### src/hdl/csr_pkg.sv
// Package with register map, field positions and timing for converter regs
package csr_pkg;
  localparam logic [4:0]  ADDR_STATUS      = 5'h1b;
  localparam logic [4:0]  ADDR_EXT_CTRL    = 5'h1c;
  localparam logic [15:0] EXT_CTRL_RESET   = 16'h0000;
  localparam int          CTL_SLOW_EDGE    = 4;
  localparam int          CTL_FSENSE_DIS   = 3;
  localparam int          CTL_FAR_FLT_DIS  = 2;
  localparam int          CTL_BACKUP_DIS   = 1;
  localparam int          CLK_PERIOD_NS    = 10;
  localparam int          SEED_STALE_US    = 1300;
  localparam int          SEED_STALE_CYC   =
    (SEED_STALE_US * 1000 + CLK_PERIOD_NS - 1) / CLK_PERIOD_NS;

  // Live status conditions from the analog and PCS front ends
  typedef struct packed {
    logic fiber_pll_on_local_osc;
    logic fiber_freq_bad;
    logic fiber_pll_filter_rst;
    logic far_fault_pattern;
    logic copper_pll_on_local_osc;
    logic copper_freq_bad;
    logic copper_pll_filter_rst;
    logic descrambler_on;
    logic seed_update;
    logic copper_link;
    logic autoneg_complete;
    logic copper_rx_fast;
    logic copper_rx_slow;
    logic copper_packet;
    logic flp_burst;
    logic copper_pecl;
    logic copper_link_pulse;
    logic fiber_rx_fast;
    logic fiber_rx_slow;
    logic fiber_packet;
    logic fiber_link_pulse;
    logic non_passthrough;
  } csr_live_t;

  // Control outputs steered by the extended control register
  typedef struct packed {
    logic slow_edge_copper_tx;
    logic freq_sense_disable;
    logic far_fault_disable;
    logic backup_link_disable;
  } csr_ctrl_t;
endpackage

### src/hdl/csr_regs.sv
// Extended control and converter status registers with latch-until-read bits
//
// Behaviour
// - Control bit 4 selects slow copper edges
// - Control bit 3 disables PLL frequency sensing
// - Control bit 2 disables far-end fault
// - Control bit 1 overrides backup link pin
// - All control bits read/write, reset zero
// - Status 15 fiber PLL on local oscillator
// - Status 14 fiber PLL frequency error
// - Frequency errors suppressed by disable or filter reset
// - Status 11 copper PLL frequency error
// - Status 13 far-end fault pattern detected
// - Status 12 copper PLL on local oscillator
// - Status 10 seed stale, latched until read and a fresh seed
// - Status 9 copper link, latched low
// - Status 8 autoneg done, non-passthrough only
// - Status 7/6 copper speed detect
// - Status 5 copper packet latched, gated
// - Status 4 FLP or PECL link pulses
// - Status 3/2 fiber speed detect
// - Status 1 fiber packet latched, gated
// - Status 0 fiber link pulse bursts
// - Passthrough when select bit is zero
`timescale 1ns/1ns
module csr_regs
  import csr_pkg::*;
(
  input  wire logic             clk,
  input  wire logic             reset,
  input  wire logic [4:0]       reg_addr,
  input  wire logic             reg_wr,
  input  wire logic             reg_rd,
  input  wire logic             reg_rd_done,
  input  wire logic [15:0]      reg_wdata,
  output logic      [15:0]      reg_rdata,
  input  wire csr_pkg::csr_live_t live,
  output csr_pkg::csr_ctrl_t    ctrl,
  output logic                  far_fault_seen
);
  import csr_pkg::*;

  logic [15:0] ext_ctrl_q;
  logic [15:0] status_live;
  logic        seed_stale_q;
  logic        link_low_q;
  logic        cu_pkt_q;
  logic        fo_pkt_q;
  logic        rd_pend_q;
  logic [17:0] seed_cnt_q;
  logic        fsense_dis;
  logic        passthrough;
  logic        cu_spd;
  logic        fo_spd;
  logic        release_rd;
  logic        cu_again_q;
  logic        fo_again_q;
  logic        link_again_q;
  logic        stale_read_q;

  // True when the address selects the status register
  function automatic logic is_status(input logic [4:0] a);
    return a == ADDR_STATUS;
  endfunction

  assign fsense_dis  = ext_ctrl_q[CTL_FSENSE_DIS];
  assign passthrough = !live.non_passthrough;
  assign cu_spd      = live.copper_rx_fast | live.copper_rx_slow;
  assign fo_spd      = live.fiber_rx_fast | live.fiber_rx_slow;
  assign release_rd  = rd_pend_q & reg_rd_done;

  // Control register, full width read/write
  always_ff @(posedge clk or posedge reset) begin
    if (reset) begin
      ext_ctrl_q <= EXT_CTRL_RESET;
    end else if (reg_wr && reg_addr == ADDR_EXT_CTRL) begin
      ext_ctrl_q <= reg_wdata;
    end
  end

  // Control fields out to the analog and PCS logic
  assign ctrl.slow_edge_copper_tx = ext_ctrl_q[CTL_SLOW_EDGE];
  assign ctrl.freq_sense_disable  = fsense_dis;
  assign ctrl.far_fault_disable   = ext_ctrl_q[CTL_FAR_FLT_DIS];
  assign ctrl.backup_link_disable = ext_ctrl_q[CTL_BACKUP_DIS];
  assign far_fault_seen = live.far_fault_pattern
                        & !ext_ctrl_q[CTL_FAR_FLT_DIS];

  // Status read in flight, latches held until it finishes
  always_ff @(posedge clk or posedge reset) begin
    if (reset) begin
      rd_pend_q <= 1'b0;
    end else if (reg_rd && is_status(reg_addr)) begin
      rd_pend_q <= 1'b1;
    end else if (reg_rd_done) begin
      rd_pend_q <= 1'b0;
    end
  end

  // Events that arrive while a status read is in flight survive its release
  always_ff @(posedge clk or posedge reset) begin
    if (reset) begin
      cu_again_q   <= 1'b0;
      fo_again_q   <= 1'b0;
      link_again_q <= 1'b0;
    end else if (release_rd) begin
      cu_again_q   <= 1'b0;
      fo_again_q   <= 1'b0;
      link_again_q <= 1'b0;
    end else if (rd_pend_q || (reg_rd && is_status(reg_addr))) begin
      cu_again_q   <= cu_again_q | live.copper_packet;
      fo_again_q   <= fo_again_q | live.fiber_packet;
      link_again_q <= link_again_q | !live.copper_link;
    end
  end

  // Remembers that the stale seed flag has been read out
  always_ff @(posedge clk or posedge reset) begin
    if (reset) begin
      stale_read_q <= 1'b0;
    end else if (!seed_stale_q) begin
      stale_read_q <= 1'b0;
    end else if (release_rd) begin
      stale_read_q <= 1'b1;
    end
  end

  // Seed age counter, restarts on each seed update
  always_ff @(posedge clk or posedge reset) begin
    if (reset) begin
      seed_cnt_q <= '0;
    end else if (!live.descrambler_on || live.seed_update) begin
      seed_cnt_q <= '0;
    end else if (seed_cnt_q != 18'(SEED_STALE_CYC)) begin
      seed_cnt_q <= seed_cnt_q + 18'd1;
    end
  end

  // Stale seed flag; set wins, clear needs read and a fresh seed
  always_ff @(posedge clk or posedge reset) begin
    if (reset) begin
      seed_stale_q <= 1'b0;
    end else if (live.descrambler_on &&
                 seed_cnt_q == 18'(SEED_STALE_CYC)) begin
      seed_stale_q <= 1'b1;
    end else if ((release_rd || stale_read_q) && live.seed_update) begin
      seed_stale_q <= 1'b0;
    end
  end

  // Link loss latches low until read
  always_ff @(posedge clk or posedge reset) begin
    if (reset) begin
      link_low_q <= 1'b1;
    end else if (!live.copper_link) begin
      link_low_q <= 1'b1;
    end else if (release_rd && !link_again_q) begin
      link_low_q <= 1'b0;
    end
  end

  // Packet seen flags latch high until read
  always_ff @(posedge clk or posedge reset) begin
    if (reset) begin
      cu_pkt_q <= 1'b0;
      fo_pkt_q <= 1'b0;
    end else begin
      if (live.copper_packet) begin
        cu_pkt_q <= 1'b1;
      end else if (release_rd && !cu_again_q) begin
        cu_pkt_q <= 1'b0;
      end
      if (live.fiber_packet) begin
        fo_pkt_q <= 1'b1;
      end else if (release_rd && !fo_again_q) begin
        fo_pkt_q <= 1'b0;
      end
    end
  end

  // Status word assembly
  always_comb begin
    status_live     = '0;
    status_live[15] = live.fiber_pll_on_local_osc;
    status_live[14] = live.fiber_freq_bad & !fsense_dis
                    & !live.fiber_pll_filter_rst;
    status_live[13] = far_fault_seen;
    status_live[12] = live.copper_pll_on_local_osc;
    status_live[11] = live.copper_freq_bad & !fsense_dis
                    & !live.copper_pll_filter_rst;
    status_live[10] = seed_stale_q;
    status_live[9]  = !passthrough & live.copper_link
                    & !link_low_q;
    status_live[8]  = !passthrough & live.autoneg_complete;
    status_live[7]  = live.copper_rx_fast;
    status_live[6]  = live.copper_rx_slow;
    status_live[5]  = cu_pkt_q & cu_spd;
    status_live[4]  = live.flp_burst
                    | (live.copper_pecl & live.copper_link_pulse);
    status_live[3]  = live.fiber_rx_fast;
    status_live[2]  = live.fiber_rx_slow;
    status_live[1]  = fo_pkt_q & fo_spd;
    status_live[0]  = live.fiber_link_pulse;
  end

  // Read data register, unmapped addresses read zero
  always_ff @(posedge clk or posedge reset) begin
    if (reset) begin
      reg_rdata <= '0;
    end else if (reg_rd) begin
      if (is_status(reg_addr)) begin
        reg_rdata <= status_live;
      end else if (reg_addr == ADDR_EXT_CTRL) begin
        reg_rdata <= ext_ctrl_q;
      end else begin
        reg_rdata <= '0;
      end
    end
  end

  // Checks
  chk_ctrl_reset: assert property (@(posedge clk)
    $fell(reset) |-> ext_ctrl_q == 16'h0000)
    else $error("control not zero after reset");
  chk_write_lands: assert property (@(posedge clk)
    disable iff (reset)
    reg_wr && reg_addr == ADDR_EXT_CTRL |=> ext_ctrl_q == $past(reg_wdata))
    else $error("control write lost");
  chk_freq_gate: assert property (@(posedge clk)
    disable iff (reset)
    fsense_dis |-> !status_live[14] && !status_live[11])
    else $error("frequency error shown while disabled");
  chk_passthru_zero: assert property (@(posedge clk)
    disable iff (reset)
    passthrough |-> !status_live[9] && !status_live[8])
    else $error("link bits set in passthrough");
  chk_pkt_hold: assert property (@(posedge clk)
    disable iff (reset) live.copper_packet |=> cu_pkt_q)
    else $error("copper packet not latched");
  chk_pkt_gate: assert property (@(posedge clk)
    disable iff (reset) !fo_spd |-> !status_live[1])
    else $error("fiber packet shown without speed");
  chk_hold_no_read: assert property (@(posedge clk)
    disable iff (reset) fo_pkt_q && !release_rd |=> fo_pkt_q)
    else $error("fiber packet cleared without read");
  chk_far_fault: assert property (@(posedge clk)
    disable iff (reset) ext_ctrl_q[CTL_FAR_FLT_DIS] |-> !far_fault_seen)
    else $error("far fault seen while disabled");

  // Control outputs follow a write one cycle later; a control read returns the register
  chk_slow_edge: assert property (@(posedge clk)
    disable iff (reset) reg_wr && reg_addr == ADDR_EXT_CTRL
    |=> ctrl.slow_edge_copper_tx == $past(reg_wdata[CTL_SLOW_EDGE]))
    else $error("slow edge control wrong");
  chk_fsense_out: assert property (@(posedge clk)
    disable iff (reset) reg_wr && reg_addr == ADDR_EXT_CTRL
    |=> ctrl.freq_sense_disable == $past(reg_wdata[CTL_FSENSE_DIS]))
    else $error("frequency sense control wrong");
  chk_far_out: assert property (@(posedge clk)
    disable iff (reset) reg_wr && reg_addr == ADDR_EXT_CTRL
    |=> ctrl.far_fault_disable == $past(reg_wdata[CTL_FAR_FLT_DIS]))
    else $error("far fault control wrong");
  chk_backup_out: assert property (@(posedge clk)
    disable iff (reset) reg_wr && reg_addr == ADDR_EXT_CTRL
    |=> ctrl.backup_link_disable == $past(reg_wdata[CTL_BACKUP_DIS]))
    else $error("backup link control wrong");
  chk_rdata_ctrl: assert property (@(posedge clk)
    disable iff (reset) reg_rd && reg_addr == ADDR_EXT_CTRL
    |=> reg_rdata == $past(ext_ctrl_q))
    else $error("control read back wrong");

  // Status word gating and latches; bits 15, 12, 7:6, 3:2 and 0 reach the read data
  chk_fiber_lo: assert property (@(posedge clk)
    disable iff (reset) reg_rd && is_status(reg_addr)
    |=> reg_rdata[15] == $past(live.fiber_pll_on_local_osc))
    else $error("fiber local oscillator bit wrong");
  chk_fiber_freq: assert property (@(posedge clk)
    disable iff (reset) status_live[14] |-> live.fiber_freq_bad)
    else $error("fiber frequency error without cause");
  chk_fo_filter: assert property (@(posedge clk)
    disable iff (reset) live.fiber_pll_filter_rst |-> !status_live[14])
    else $error("fiber frequency error during filter reset");
  chk_cu_filter: assert property (@(posedge clk)
    disable iff (reset) live.copper_pll_filter_rst |-> !status_live[11])
    else $error("copper frequency error during filter reset");
  chk_cu_freq: assert property (@(posedge clk)
    disable iff (reset) status_live[11] |-> live.copper_freq_bad)
    else $error("copper frequency error without cause");
  chk_fault_bit: assert property (@(posedge clk)
    disable iff (reset) status_live[13] |-> live.far_fault_pattern)
    else $error("far fault bit without pattern");
  chk_cu_lo: assert property (@(posedge clk)
    disable iff (reset) reg_rd && is_status(reg_addr)
    |=> reg_rdata[12] == $past(live.copper_pll_on_local_osc))
    else $error("copper local oscillator bit wrong");
  chk_seed_hold: assert property (@(posedge clk)
    disable iff (reset) seed_stale_q && !live.seed_update |=> seed_stale_q)
    else $error("stale seed flag dropped without update");
  chk_link_latch: assert property (@(posedge clk)
    disable iff (reset) !live.copper_link |=> !status_live[9])
    else $error("link loss not latched");
  chk_autoneg: assert property (@(posedge clk)
    disable iff (reset) status_live[8] |-> live.autoneg_complete)
    else $error("autoneg bit without completion");
  chk_cu_speed: assert property (@(posedge clk)
    disable iff (reset) reg_rd && is_status(reg_addr)
    |=> reg_rdata[7:6] == $past({live.copper_rx_fast, live.copper_rx_slow}))
    else $error("copper speed bits wrong");
  chk_cu_gate: assert property (@(posedge clk)
    disable iff (reset) !cu_spd |-> !status_live[5])
    else $error("copper packet shown without speed");
  chk_burst: assert property (@(posedge clk)
    disable iff (reset) live.flp_burst |-> status_live[4])
    else $error("burst bit missing");
  chk_fo_speed: assert property (@(posedge clk)
    disable iff (reset) reg_rd && is_status(reg_addr)
    |=> reg_rdata[3:2] == $past({live.fiber_rx_fast, live.fiber_rx_slow}))
    else $error("fiber speed bits wrong");
  chk_fo_pkt: assert property (@(posedge clk)
    disable iff (reset) live.fiber_packet |=> fo_pkt_q)
    else $error("fiber packet not latched");
  chk_fo_pulse: assert property (@(posedge clk)
    disable iff (reset) reg_rd && is_status(reg_addr)
    |=> reg_rdata[0] == $past(live.fiber_link_pulse))
    else $error("fiber link pulse bit wrong");
  chk_again_keep: assert property (@(posedge clk)
    disable iff (reset) cu_again_q && release_rd |=> cu_pkt_q)
    else $error("packet during read lost");
endmodule

### config.mk
export PLATFORM = sky130hd
export DESIGN_NAME = csr_regs
export DESIGN_NICKNAME = d
export VERILOG_FILES = /design/src/hdl/csr_pkg.sv /design/src/hdl/csr_regs.sv
export SDC_FILE = /design/constraint.sdc
export NUM_CORES = 1
export LEC_CHECK = 0
export BUFFER_PORTS_ARGS = -buffer_cell sky130_fd_sc_hd__buf_2
export CORE_MARGIN = 2
export CORE_UTILIZATION = 50
export DETAILED_ROUTE_END_ITERATION = 8
export GPL_TIMING_DRIVEN = 0
export HOLD_SLACK_MARGIN = 0.08
export PLACE_DENSITY = 0.81
export SYNTH_ARGS = -nofsm -noshare
export SYNTH_HDL_FRONTEND = slang
export SYNTH_SLANG_ARGS = --single-unit
### constraint.sdc
create_clock -name clk -period 2.63 [get_ports clk]
set_clock_uncertainty 0.2 [all_clocks]
set_input_delay 0.3945 -clock clk [delete_from_list [all_inputs] [get_ports clk]]
set_output_delay 0.3945 -clock clk [all_outputs]
set_load 0.05 [all_outputs]
# --- Word-level counts from Yosys, hierarchy flattened ---
# Cells that the tools add are included.
word_totals:
  regBits: 59
  latch_bits: 0
  mem_bits_rw: 0
  mem_bits_ro: 0
  inputBits: 48
  output_inout_bits: 21
  word_cells: 85
  n_memories: 0
classes:
  add_sub_neg: 1
  mul: 0
  n_div: 0
  n_lt_le_gt_ge: 0
  eq_ne: 6
  shifts: 0
  muxes: 22
  n_bitwise: 18
  n_reduce_logical: 26
ops:
  columns: ["operator", "count"]
  rows:
  - ["18-bit two-way mux", 2]
  - ["16-bit two-way mux", 2]
  - ["18-bit by 1-bit adder with 18-bit output, second input constant", 1]
  - ["18-bit by 17-bit equality test with 1-bit output, second input constant", 1]
  - ["1-bit two-way mux", 18]
  - ["18-bit by 17-bit != test with 1-bit output, second input constant", 1]
  - ["1-bit bitwise AND", 12]
  - ["2-bit nonzero test", 6]
  - ["5-bit equality test, second input constant", 2]
  - ["1-bit zero test", 10]
  - ["1-bit logical AND", 7]
  - ["1-bit OR", 6]
  - ["2-bit by 1-bit != test with 1-bit output, second input constant", 2]
  - ["1-bit logical OR", 3]

# --- Logic depth before layout (Yosys ltp) ---
# Gate-level depths: netlist (run 1).
logic_depth:
  ltp_word: 5
  mapped_depth: 6
  depth_no_buf: 6

# --- Worst setup path after synthesis (run 1) ---
# OpenSTA, ideal clock, no wires.
synth_timing:
  path_type: "input to register"
  from: "input port reg_addr[0]"
  to: "register ext_ctrl_q[0]"
  setup_time_ns: 0.128
  arrival_time_ns: 1.439
  t_required_ns: 2.302
  slack_ns: 0.863
  cell_stages: 5
  n_path_buf: 1
  path_cell_list: "nand4b_1 > nor2_2 > nand2_2 > buf_2 > mux2_1"
synth_via:
  elab_chain_cells: 2
synth_lines:
  columns: ["item", "line_no", "rtl"]
  rows:
  - ["from (decl)", "csr_regs.sv:31", "input wire logic [4:0] reg_addr,"]
  - ["5-bit equality test", "csr_regs.sv:76", "end else if (reg_wr && reg_addr == ADDR_EXT_CTRL) begin"]
  - ["1-bit logical AND", "csr_regs.sv:76", null]
  - ["to (signal assigned)", "csr_regs.sv:77", "ext_ctrl_q <= reg_wdata;"]
  - ["to (decl)", "csr_regs.sv:43", "logic [15:0] ext_ctrl_q;"]
# No other way between the ends.
# A chain may end at the register's enable or synchronous reset.

# --- Worst setup path in the final report (run 1) ---
layout_timing:
  from: "register ext_ctrl_q[2]"
  to: "output port far_fault_seen"
layout_via:
  elab_chain_cells: 2
layout_lines:
  columns: ["item", "line_no", "rtl"]
  rows:
  - ["1-bit zero test", "csr_regs.sv:87", "& !ext_ctrl_q[CTL_FAR_FLT_DIS];"]
  - ["1-bit bitwise AND", "csr_regs.sv:87", null]
  - ["to (decl)", "csr_regs.sv:39", "output logic far_fault_seen"]
# No other way between the ends.

==> results.py, run 1 <==
metrics = {
    "clocking": {
        "path_clk_slew_ps": 70,
        "cts_setup_buffers": 0,
        "clock_sinks": 59,
        "cts_htree_levels": 3,
        "root_buffer": "clkbuf_8",
        "cts_tree": "done",
        "cts_made_buffers": 9,
        "max-clock-path-buffers": 2,
        "insertion_delay_ps": 330,
    },
    "floorplanning": {
        "rows": 26,
        "die-width_um": 77.5,
        "io_pins": 69,
        "dieHeight_um": 77.5,
        "start_util_pct": 52.3,
        "die-area_sq_um": 6010,
        "core_sq_um": 5170,
    },
    "layout": {
        "reg_top3": "seed_cnt_q (18), ext_ctrl_q (16), reg_rdata (16)",
        "finish.utilization_pct": 67.4,
        "most-common-layout-cells": "buf_2 (69), dfrtp_1 (58), nor2_1 (31)",
        "diodes": 0,
        "final_nets": 395,
        "final_common_cell": "buf_2",
        "syn_to_final_growth_pct": 28.9,
        "layout-drive-gt1-share_pct": 30.0,
        "largest_reg_flops": 18,
        "n_fill_cell": 382,
        "regMostFlops": "seed_cnt_q",
    },
    "power": {
        "finalPower_mw": 2.22,
        "power_density_nw_per_um2": 636,
        "clockPowerShare_pct": 38.5,
        "p_comb_share_pct": 15.4,
        "p_sw_share_pct": 26.9,
        "internal_power_mw": 1.62,
        "ir_worst_vdd_mv": 0.367,
        "p_leak_nw": 1.61,
        "switchingPower_mw": 0.596,
        "seqPwrFrac_pct": 46.1,
    },
    "synth": {
        "synth_edf_count": 0,
        "ys_async_sr_fraction_pct": 100,
        "yosysUniqueCellTypes": 45,
        "yosysSeqAreaShare_pct": 54.7,
        "yosysWarningCount": 0,
        "syn_inst": 253,
        "synth_top_flop_cell": "dfrtp_1",
        "synth_seq_cells": 59,
        "synth.avg_cell_area_sq_um": 10.7,
        "syn-num-nets": 303,
        "syn_area_sq_um": 2700,
    },
    "routing": {
        "wl_per_cell_um": 15.1,
        "drcViolationCount": 0,
        "drt_iter0_markers": 157,
        "vias_per_cell": 5.43,
        "drt-pass1-iter-count": 5,
        "vias": 2280,
        "totalWireLength_mm": 6.32,
        "antenna_left": 0,
    },
    "global_routing": {
        "grt_pass1_vias": 2228,
        "antenna_found_initial": 0,
        "gr-total-overflow": 0,
        "grt_pass1_wl_mm": 10.2,
        "grt_use_total_pct": 22.0,
        "grt_max_degree": 45,
    },
    "sta": {
        "finalSetupViolCount": 0,
        "fin_hold_ws_ps": 94.7,
        "hold_viol": 0,
        "slew_viol_final": 0,
        "layout_min_cycle_time_ps": 1810,
        "worst_pin_slew_ps": 649,
        "setup_tns_ps": 0,
        "slew-limit-headroom_pct": 56.6,
        "min_period_over_period_pct": 68.8,
        "fmax_ghz": 0.552,
        "rsz0062_at_grt": "false",
    },
    "setup_path": {
        "r2r-start": "seed_cnt_q[2]",
        "crit_required_ps": 2040,
        "end_kind": "output pin",
        "cp-startpoint": "ext_ctrl_q[2]",
        "crit_fanout": 4,
        "cp-start-kind": "flop",
        "cp.arrival_ps": 1220,
        "critical_path_class": "flop to output pin",
    },
    "flow_run": {
        "max-cap-violations": 0,
    },
    "place": {
        "io_buffers": 67,
        "gp_congestion": 0.779,
        "place_hpwl_mm": 4.36,
    },
    "hold_path": {
        "holdCritStartpoint": "reg_wdata[0]",
        "min_path_type": "primary input to flop",
    },
    "run_status": {
        "outcome": "finished, final reports clean",
    },
}
## through the flow
| step | area [sq um] | cells | setup slack, ps |
|---|---|---|---|
| floorplan | 2700 | 253 | 581 |
| global placement | 3130 | 390 | -120 |
| detailed placement | 3150 | 391 | 506 |
| CTS | 3480 | 420 | 810 |
| global route | 3480 | 420 | 730 |
| finish | 3480 | 420 | 820 |
## critical path: stages (launching register included)
cell	delay, ps
dfrtp_1	410
nor2b_1	180
buf_2	290
## routing by layer
layer | track usage (%) | wire length (um) | vias up | part of all wire, %
met1 | 27.5 | 2690 | 1105 | 43
met5 | 0 | 0 | - | 0
met2 | 35.3 | 3110 | 70 | 49
li1 | - | - | 1087 | -
met3 | 5.35 | 291 | 18 | 4.6
met4 | 11.6 | 230 | 0 | 3.6
## power by group through the flow
stage          Clock [mW]  Sequential (mW)  Combinational [mW]
3_5_place_dp            0             1.04               0.326
2_1_floorplan           0             1.09               0.166
4_1_cts             0.866             1.02               0.342
5_1_grt             0.905             1.03               0.368
6_report            0.853             1.02               0.342
3_3_place_gp            0             1.03               0.316
## cell families (layout without fill, tap and decap cells)
kind of cell,count (synthesis),in the layout,share of synthesized area (%)
AOI/OAI and AO/OA,57,57,12.5
buffers and inverters,22,119,4.12
and+or+nand+nor,87,87,17.9
muxes,16,16,6.66
adders and majority gates,2,2,0.925
xor gates and xnor gates,10,10,3.24
DFF,59,59,54.7
## cells in the mapped netlist (all sizes together), types with 2 or more instances
master	instances	area, sq um
o21ai	13	65.1
inv	7	26.3
o211ai	3	22.5
and2	3	18.8
nand2b	3	18.8
or3	5	31.3
nand2	13	51.3
mux2	16	180
dfrtp	58	1450
nand4bb	2	22.5
a22oi	9	67.6
buf	7	51.3
a21oi	22	110
nor2	32	123
nand3	7	35.0
a31oi	5	31.3
nor3	3	15.0
nand4b	2	17.5
and4	3	26.3
nand4	7	65.1
clkbuf	8	33.8
and3	3	25.0
xor2	9	78.8
ha	2	25.0
## worst paths after layout
check / end / slack, ps / cells after the start
min in group asynchronous: ext_ctrl_q[15] / 380 / 3
hold reg to reg: ext_ctrl_q[11] / 290 / 1
setup / recovery: far_fault_seen / 820 / 2
hold / removal: ext_ctrl_q[0] / 90 / 2
max in group asynchronous: link_low_q / 1250 / 4
setup reg to reg: seed_cnt_q[14] / 820 / 5
## timing repair
action | in CTS | in global routing
gates resized for setup | 0 | 0
hold buffers | 13 | 0
endpoints found under the hold margin | 27 | 0
## cell type report
| class | instances | area [sq um] | area share [%] |
|---|---|---|---|
| timing repair buffer | 81 | 485 | 13.9 |
| sequential | 59 | 1480 | 42.4 |
| multi-input combinational | 172 | 1110 | 32.0 |
| tap | 70 | 87.6 | 2.51 |
| inverter | 7 | 26.3 | 0.754 |
| clock inverter | 2 | 35.0 | 1.01 |
| buffer | 15 | 85.1 | 2.44 |
| clock buffer | 14 | 173 | 4.96 |
No activity file was read; power rests on OpenSTA's default activity.
==> inputs of run 2 (changes only) <==
==> constraint.sdc (replaced) <==
create_clock -name clk -period 1.8 [get_ports clk]
set_clock_uncertainty 0.2 [all_clocks]
set_input_delay 0.27 -clock clk [delete_from_list [all_inputs] [get_ports clk]]
set_output_delay 0.27 -clock clk [all_outputs]
set_load 0.05 [all_outputs]
==> run 2 against run 1 <==
  * Count of clock-buffer cells in the layout decreased by 2
  * Final area increased by 7.6%
  * Sequential power increased by 47%
  * Setup slack got worse by 790 ps
  * Worst hold slack got worse by 26 ps
  * Non-clock buffer count increased by 20
  * Global-route usage increased by 3.5 points
  * Cell count increased by 4.8%
  * Largest power group is now clock
==> results.py, run 2 (synthesized netlist as in run 1, its figures left out) <==
metrics = {
    "setup_path": {
        "r2r-start": "seed_cnt_q[2]",
        "ff2ff_setup_slack_ps": 80,
        "critPathSlowestCell": "dfrtp_1",
        "cp-start-kind": "flop",
        "cp.arrival_ps": 1300,
        "end_kind": "output pin",
        "cp_cell_sequence": "nor2b_1, buf_2",
        "max_stage_delay_ps": 420,
        "critical_path_class": "flop to output pin",
        "reg2reg_to": "seed_cnt_q[17]",
        "crit_required_ps": 1330,
        "ff2ff_path_depth": 5,
        "crit_fanout": 4,
    },
    "layout": {
        "regMostFlops": "seed_cnt_q",
        "final_common_cell": "buf_2",
        "layout-drive-gt1-share_pct": 30.5,
        "reg_top3": "seed_cnt_q (18), ext_ctrl_q (16), reg_rdata (16)",
        "diodes": 0,
        "final_nets": 415,
        "syn_to_final_growth_pct": 38.7,
        "most-common-layout-cells": "buf_2 (69), dfrtp_1 (57), nor2_1 (31), dlygate4sd3_1 (31), a21oi_1 (22)",
        "largest_reg_flops": 18,
        "finish.utilization_pct": 72.5,
    },
    "power": {
        "power_density_nw_per_um2": 962,
        "p_leak_nw": 1.71,
        "finalPower_mw": 3.61,
        "ir_worst_vdd_mv": 0.685,
    },
    "clocking": {
        "cts_tree": "done",
        "path_clk_slew_ps": 70,
        "clock_sinks": 59,
        "root_buffer": "clkbuf_8",
        "cts_made_buffers": 9,
        "cts_htree_levels": 3,
        "max-clock-path-buffers": 2,
        "insertion_delay_ps": 350,
    },
    "global_routing": {
        "antenna_found_initial": 0,
        "grt_pass1_wl_mm": 11.7,
        "grt_max_degree": 60,
        "grt_pass1_vias": 2395,
        "grt_use_total_pct": 25.5,
        "gr-total-overflow": 0,
    },
    "routing": {
        "drcViolationCount": 0,
        "vias_per_cell": 5.52,
        "antenna_left": 0,
        "drt_iter0_markers": 257,
        "totalWireLength_mm": 7.46,
        "wl_per_cell_um": 16.9,
        "vias": 2428,
        "drt-pass1-iter-count": 4,
    },
    "hold_path": {
        "min_path_type": "primary input to flop",
        "min_to": "reg_rdata[2]",
        "holdCritStartpoint": "live[3]",
        "hold_depth": 3,
    },
    "sta": {
        "slew_viol_final": 0,
        "rsz0062_at_grt": "true",
        "fmax_ghz": 0.564,
        "finalSetupViolCount": 0,
        "min_period_over_period_pct": 98.5,
        "layout_min_cycle_time_ps": 1770,
        "worst_pin_slew_ps": 617,
        "hold_viol": 0,
        "slew-limit-headroom_pct": 58.7,
    },
    "floorplanning": {
        "rows": 26,
        "die-area_sq_um": 6010,
        "die-width_um": 77.5,
        "io_pins": 69,
        "core_sq_um": 5170,
        "dieHeight_um": 77.5,
        "start_util_pct": 52.3,
    },
    "place": {
        "place_hpwl_mm": 4.38,
        "gp_congestion": 0.765,
        "io_buffers": 67,
    },
    "run_status": {
        "outcome": "finished, final reports clean",
    },
    "flow_run": {
        "max-cap-violations": 0,
    },
}
## run 2: changes by cell type in the layout (fill, tap and decap cells not counted), moves of 2 or more
cell | before | now
buf_4 | 4 | 7
bufinv_16 | 1 | 3
dlygate4sd3_1 | 13 | 31
clkbuf_1 | 9 | 7
## run 2: layer usage
metal / part of all wire [%] / global-route usage, % / up-vias
met2: 51 / 41.0 / 94
met4: 4.1 / 15.4 / 0
met3: 4.7 / 4.88 / 25
li1: - / - / 1124
met1: 41 / 31.9 / 1185
met5: 0 / 0 / -
## run 2: area by class of cell
type / count / area, sq um
buffer: 15 / 85.1
clock buffer: 12 / 165
clock inverter: 4 / 95.1
fill: 335 / 1420
inverter: 7 / 30.0
multi-input combinational: 172 / 1130
sequential: 59 / 1480
tap: 70 / 87.6
timing repair buffer: 101 / 681
## run 2: report_power, final
| group | total, mW | switching, mW | internal, mW |
|---|---|---|---|
| registers | 1.50 | 0.0702 | 1.43 |
| logic | 0.544 | 0.332 | 0.212 |
| clock network | 1.56 | 0.532 | 1.03 |
## run 2: worst max path at each step
| stage | cells past startpoint | endpoint | from | slack (ps) |
|---|---|---|---|---|
| finish | 2 | far_fault_seen | ext_ctrl_q[2] | 30 |
| global route | 4 | seed_stale_q | seed_cnt_q[3] | -20 |
| CTS | 3 | seed_cnt_q[2] | reset | 20 |
| detailed placement | 6 | ext_ctrl_q[12] | reg_addr[0] | -200 |
| global placement | 6 | ext_ctrl_q[12] | reg_addr[0] | -170 |
| floorplan | 3 | reg_rdata[13] | ext_ctrl_q[2] | 100 |
## run 2: what timing repair did
action	4_1_cts	5_1_grt
endpoints found under the setup margin	1	2
pin swaps	0	1
gates resized for setup	1	4
setup buffers	0	2
hold endpoints to repair	88	0
cloned	0	0
hold buffers	31	0
## run 2: metrics by stage
stage,area (sq um),setup slack [ps],hold slack (ps),TNS (ps),cells
after floorplan,2710,97.8,109,0,253
after global placement,3130,-175,241,-2150,390
after detailed placement,3130,-198,250,-2260,390
after CTS,3700,20.2,80.6,0,437
after global routing,3750,-18.6,82.5,-37.0,440
final,3750,26.6,69.0,0,440
## run 2: critical path, delay by kind of cell (launching register included)
kind	cells	cell delay (ps)
flops	1	420
buf+inv	1	310
simple gates	1	230
==> inputs of run 3 (changes only) <==
--- a/config.mk
+++ b/config.mk
@@ -5,8 +5,8 @@
 export SDC_FILE = /design/constraint.sdc
 export NUM_CORES = 1
 export LEC_CHECK = 0
+export ABC_CLOCK_PERIOD_IN_PS = 1800
 export BUFFER_PORTS_ARGS = -buffer_cell sky130_fd_sc_hd__buf_2
-export CORE_MARGIN = 2
 export CORE_UTILIZATION = 50
 export DETAILED_ROUTE_END_ITERATION = 8
 export GPL_TIMING_DRIVEN = 0
==> run 3 against run 2 <==
  * Final area up 0.53%
  * Die area down 5.1%
  * Register-to-register slack worse by 20 ps
  * Sequential power about the same
  * Count of clock-buffer cells in the layout down 1
  * Highest routed layer unchanged
==> results.py, run 3 (synthesized netlist as in run 1, its figures left out) <==
metrics = {
    "run_status": {
        "outcome": "finished, final reports clean",
    },
    "layout": {
        "regArea_sq_um": 1480,
        "n_fill_cell": 328,
        "final_common_cell": "buf_2",
        "instances_no_fill": 447,
        "final_nets": 422,
        "diodes": 0,
        "syn_to_final_growth_pct": 39.4,
        "multi_input_area_sq_um": 1130,
        "largest_reg_flops": 18,
        "regMostFlops": "seed_cnt_q",
        "most-common-layout-cells": "buf_2 (69), dfrtp_1 (57), dlygate4sd3_1 (36)",
        "layout-drive-gt1-share_pct": 30.2,
        "reg_top3": "seed_cnt_q (18), ext_ctrl_q (16), reg_rdata (16)",
    },
    "power": {
        "finalPower_mw": 3.35,
        "power_density_nw_per_um2": 888,
        "p_leak_nw": 1.72,
        "ir_worst_vdd_mv": 0.497,
    },
    "clocking": {
        "path_clk_slew_ps": 70,
        "cts_made_buffers": 9,
        "clock_sinks": 59,
        "cts_tree": "done",
        "insertion_delay_ps": 340,
        "cts_htree_levels": 3,
        "max-clock-path-buffers": 2,
        "root_buffer": "clkbuf_8",
    },
    "setup_path": {
        "crit_required_ps": 1330,
        "cp-start-kind": "flop",
        "critPathSlowestCell": "dfrtp_1",
        "cp_cell_sequence": "nor2b_1, buf_2",
        "critical_path_class": "flop to output pin",
        "end_kind": "output pin",
        "cp.arrival_ps": 1290,
        "crit_fanout": 4,
        "max_stage_delay_ps": 420,
    },
    "floorplanning": {
        "die-width_um": 75.5,
        "die-area_sq_um": 5710,
        "rows": 26,
        "dieHeight_um": 75.5,
        "core_sq_um": 5170,
        "io_pins": 69,
        "start_util_pct": 52.3,
    },
    "sta": {
        "finalSetupViolCount": 0,
        "worst_pin_slew_ps": 730,
        "hold_viol": 0,
        "slew-limit-headroom_pct": 51.2,
        "rsz0062_at_grt": "true",
        "min_period_over_period_pct": 97.9,
        "fin_ws_ps": 38.7,
        "slew_viol_final": 0,
        "fin_hold_ws_ps": 124,
        "layout_min_cycle_time_ps": 1760,
        "fmax_ghz": 0.568,
        "setup_tns_ps": 0,
    },
    "hold_path": {
        "min_path_type": "primary input to flop",
    },
    "global_routing": {
        "grt_max_degree": 60,
        "grt_pass1_vias": 2401,
        "grt_pass1_wl_mm": 11.0,
        "gr-total-overflow": 0,
        "met2_usage_pct": 44.4,
        "met1_usage_pct": 32.2,
        "grt_use_met3_pct": 7.14,
        "busiest_layer": "met2",
        "antenna_found_initial": 0,
        "grt_use_total_pct": 26.8,
    },
    "routing": {
        "drt_iter0_markers": 166,
        "vias_per_cell": 5.49,
        "drcViolationCount": 0,
        "totalWireLength_mm": 7.18,
        "antenna_left": 0,
        "vias": 2453,
        "drt-pass1-iter-count": 4,
        "wl_per_cell_um": 16.1,
    },
    "place": {
        "io_buffers": 67,
        "gp_congestion": 0.795,
        "dp_slack_ps": -217,
        "place_hpwl_mm": 4.28,
        "dp_cells": 390,
    },
    "flow_run": {
        "max-cap-violations": 0,
    },
}
[run 3: cell types whose count changed in the layout (fill, tap and decap cells not counted), sizes merged]
cell and change:
clkinvlp +1, bufinv -1, dlygate4sd3 +5, clkinv +1
buf +1
[run 3: power breakdown]
| part | internal (mW) | switching (mW) |
|---|---|---|
| Clock | 0.775 | 0.533 |
| Combinational | 0.218 | 0.327 |
| Sequential | 1.43 | 0.0656 |
[run 3: path summary, 6_finish.rpt]
kind                       cells past startpoint  slack, ps     startpoint             end
setup reg to reg                               5         60  seed_cnt_q[5]  seed_cnt_q[17]
hold / removal                                 4        120    reg_addr[2]    reg_rdata[4]
setup / recovery                               2         40  ext_ctrl_q[2]  far_fault_seen
max in group asynchronous                      4        440          reset    seed_stale_q
min in group asynchronous                      3        380          reset   ext_ctrl_q[9]
hold reg to reg                                1        300   stale_read_q    stale_read_q
[run 3: worst max-delay path: cells and delay by family, from the launching register on]
| family | cells | cell delay [ps] |
|---|---|---|
| flip-flops | 1 | 420 |
| AND/OR/NAND/NOR | 1 | 220 |
| buffers and inverters | 1 | 310 |
[run 3: final cells by class]
class / count / share of cell area, %
Tap cell: 70 / 2.32
Timing Repair Buffer: 108 / 19.8
Inverter: 7 / 0.797
Clock buffer: 11 / 3.48
Clock inverter: 5 / 2.06
Multi-Input combinational cell: 172 / 30.1
Buffer: 15 / 2.26
Sequential cell: 59 / 39.2
[run 3: routing by layer]
layer,share of wire (%),wire length [um]
met3,4.4,313
met4,2.8,200
met2,52,3740
met5,0,0
met1,41,2920
[run 3: per-stage QoR]
step / utilization [%] / cell area (sq um)
after floorplan: - / 2710
after global placement: 60.5 / 3130
after detailed placement: 60.5 / 3130
after CTS: 71.5 / 3700
after global routing: 72.9 / 3770
final: 72.9 / 3770
[run 3: repair_timing]
item / in CTS / in global routing
buffers inserted: 0 / 4
hold buffers: 36 / 0
gates resized for setup: 0 / 5
endpoints found under the hold margin: 93 / 0
setup endpoints to repair: 0 / 4
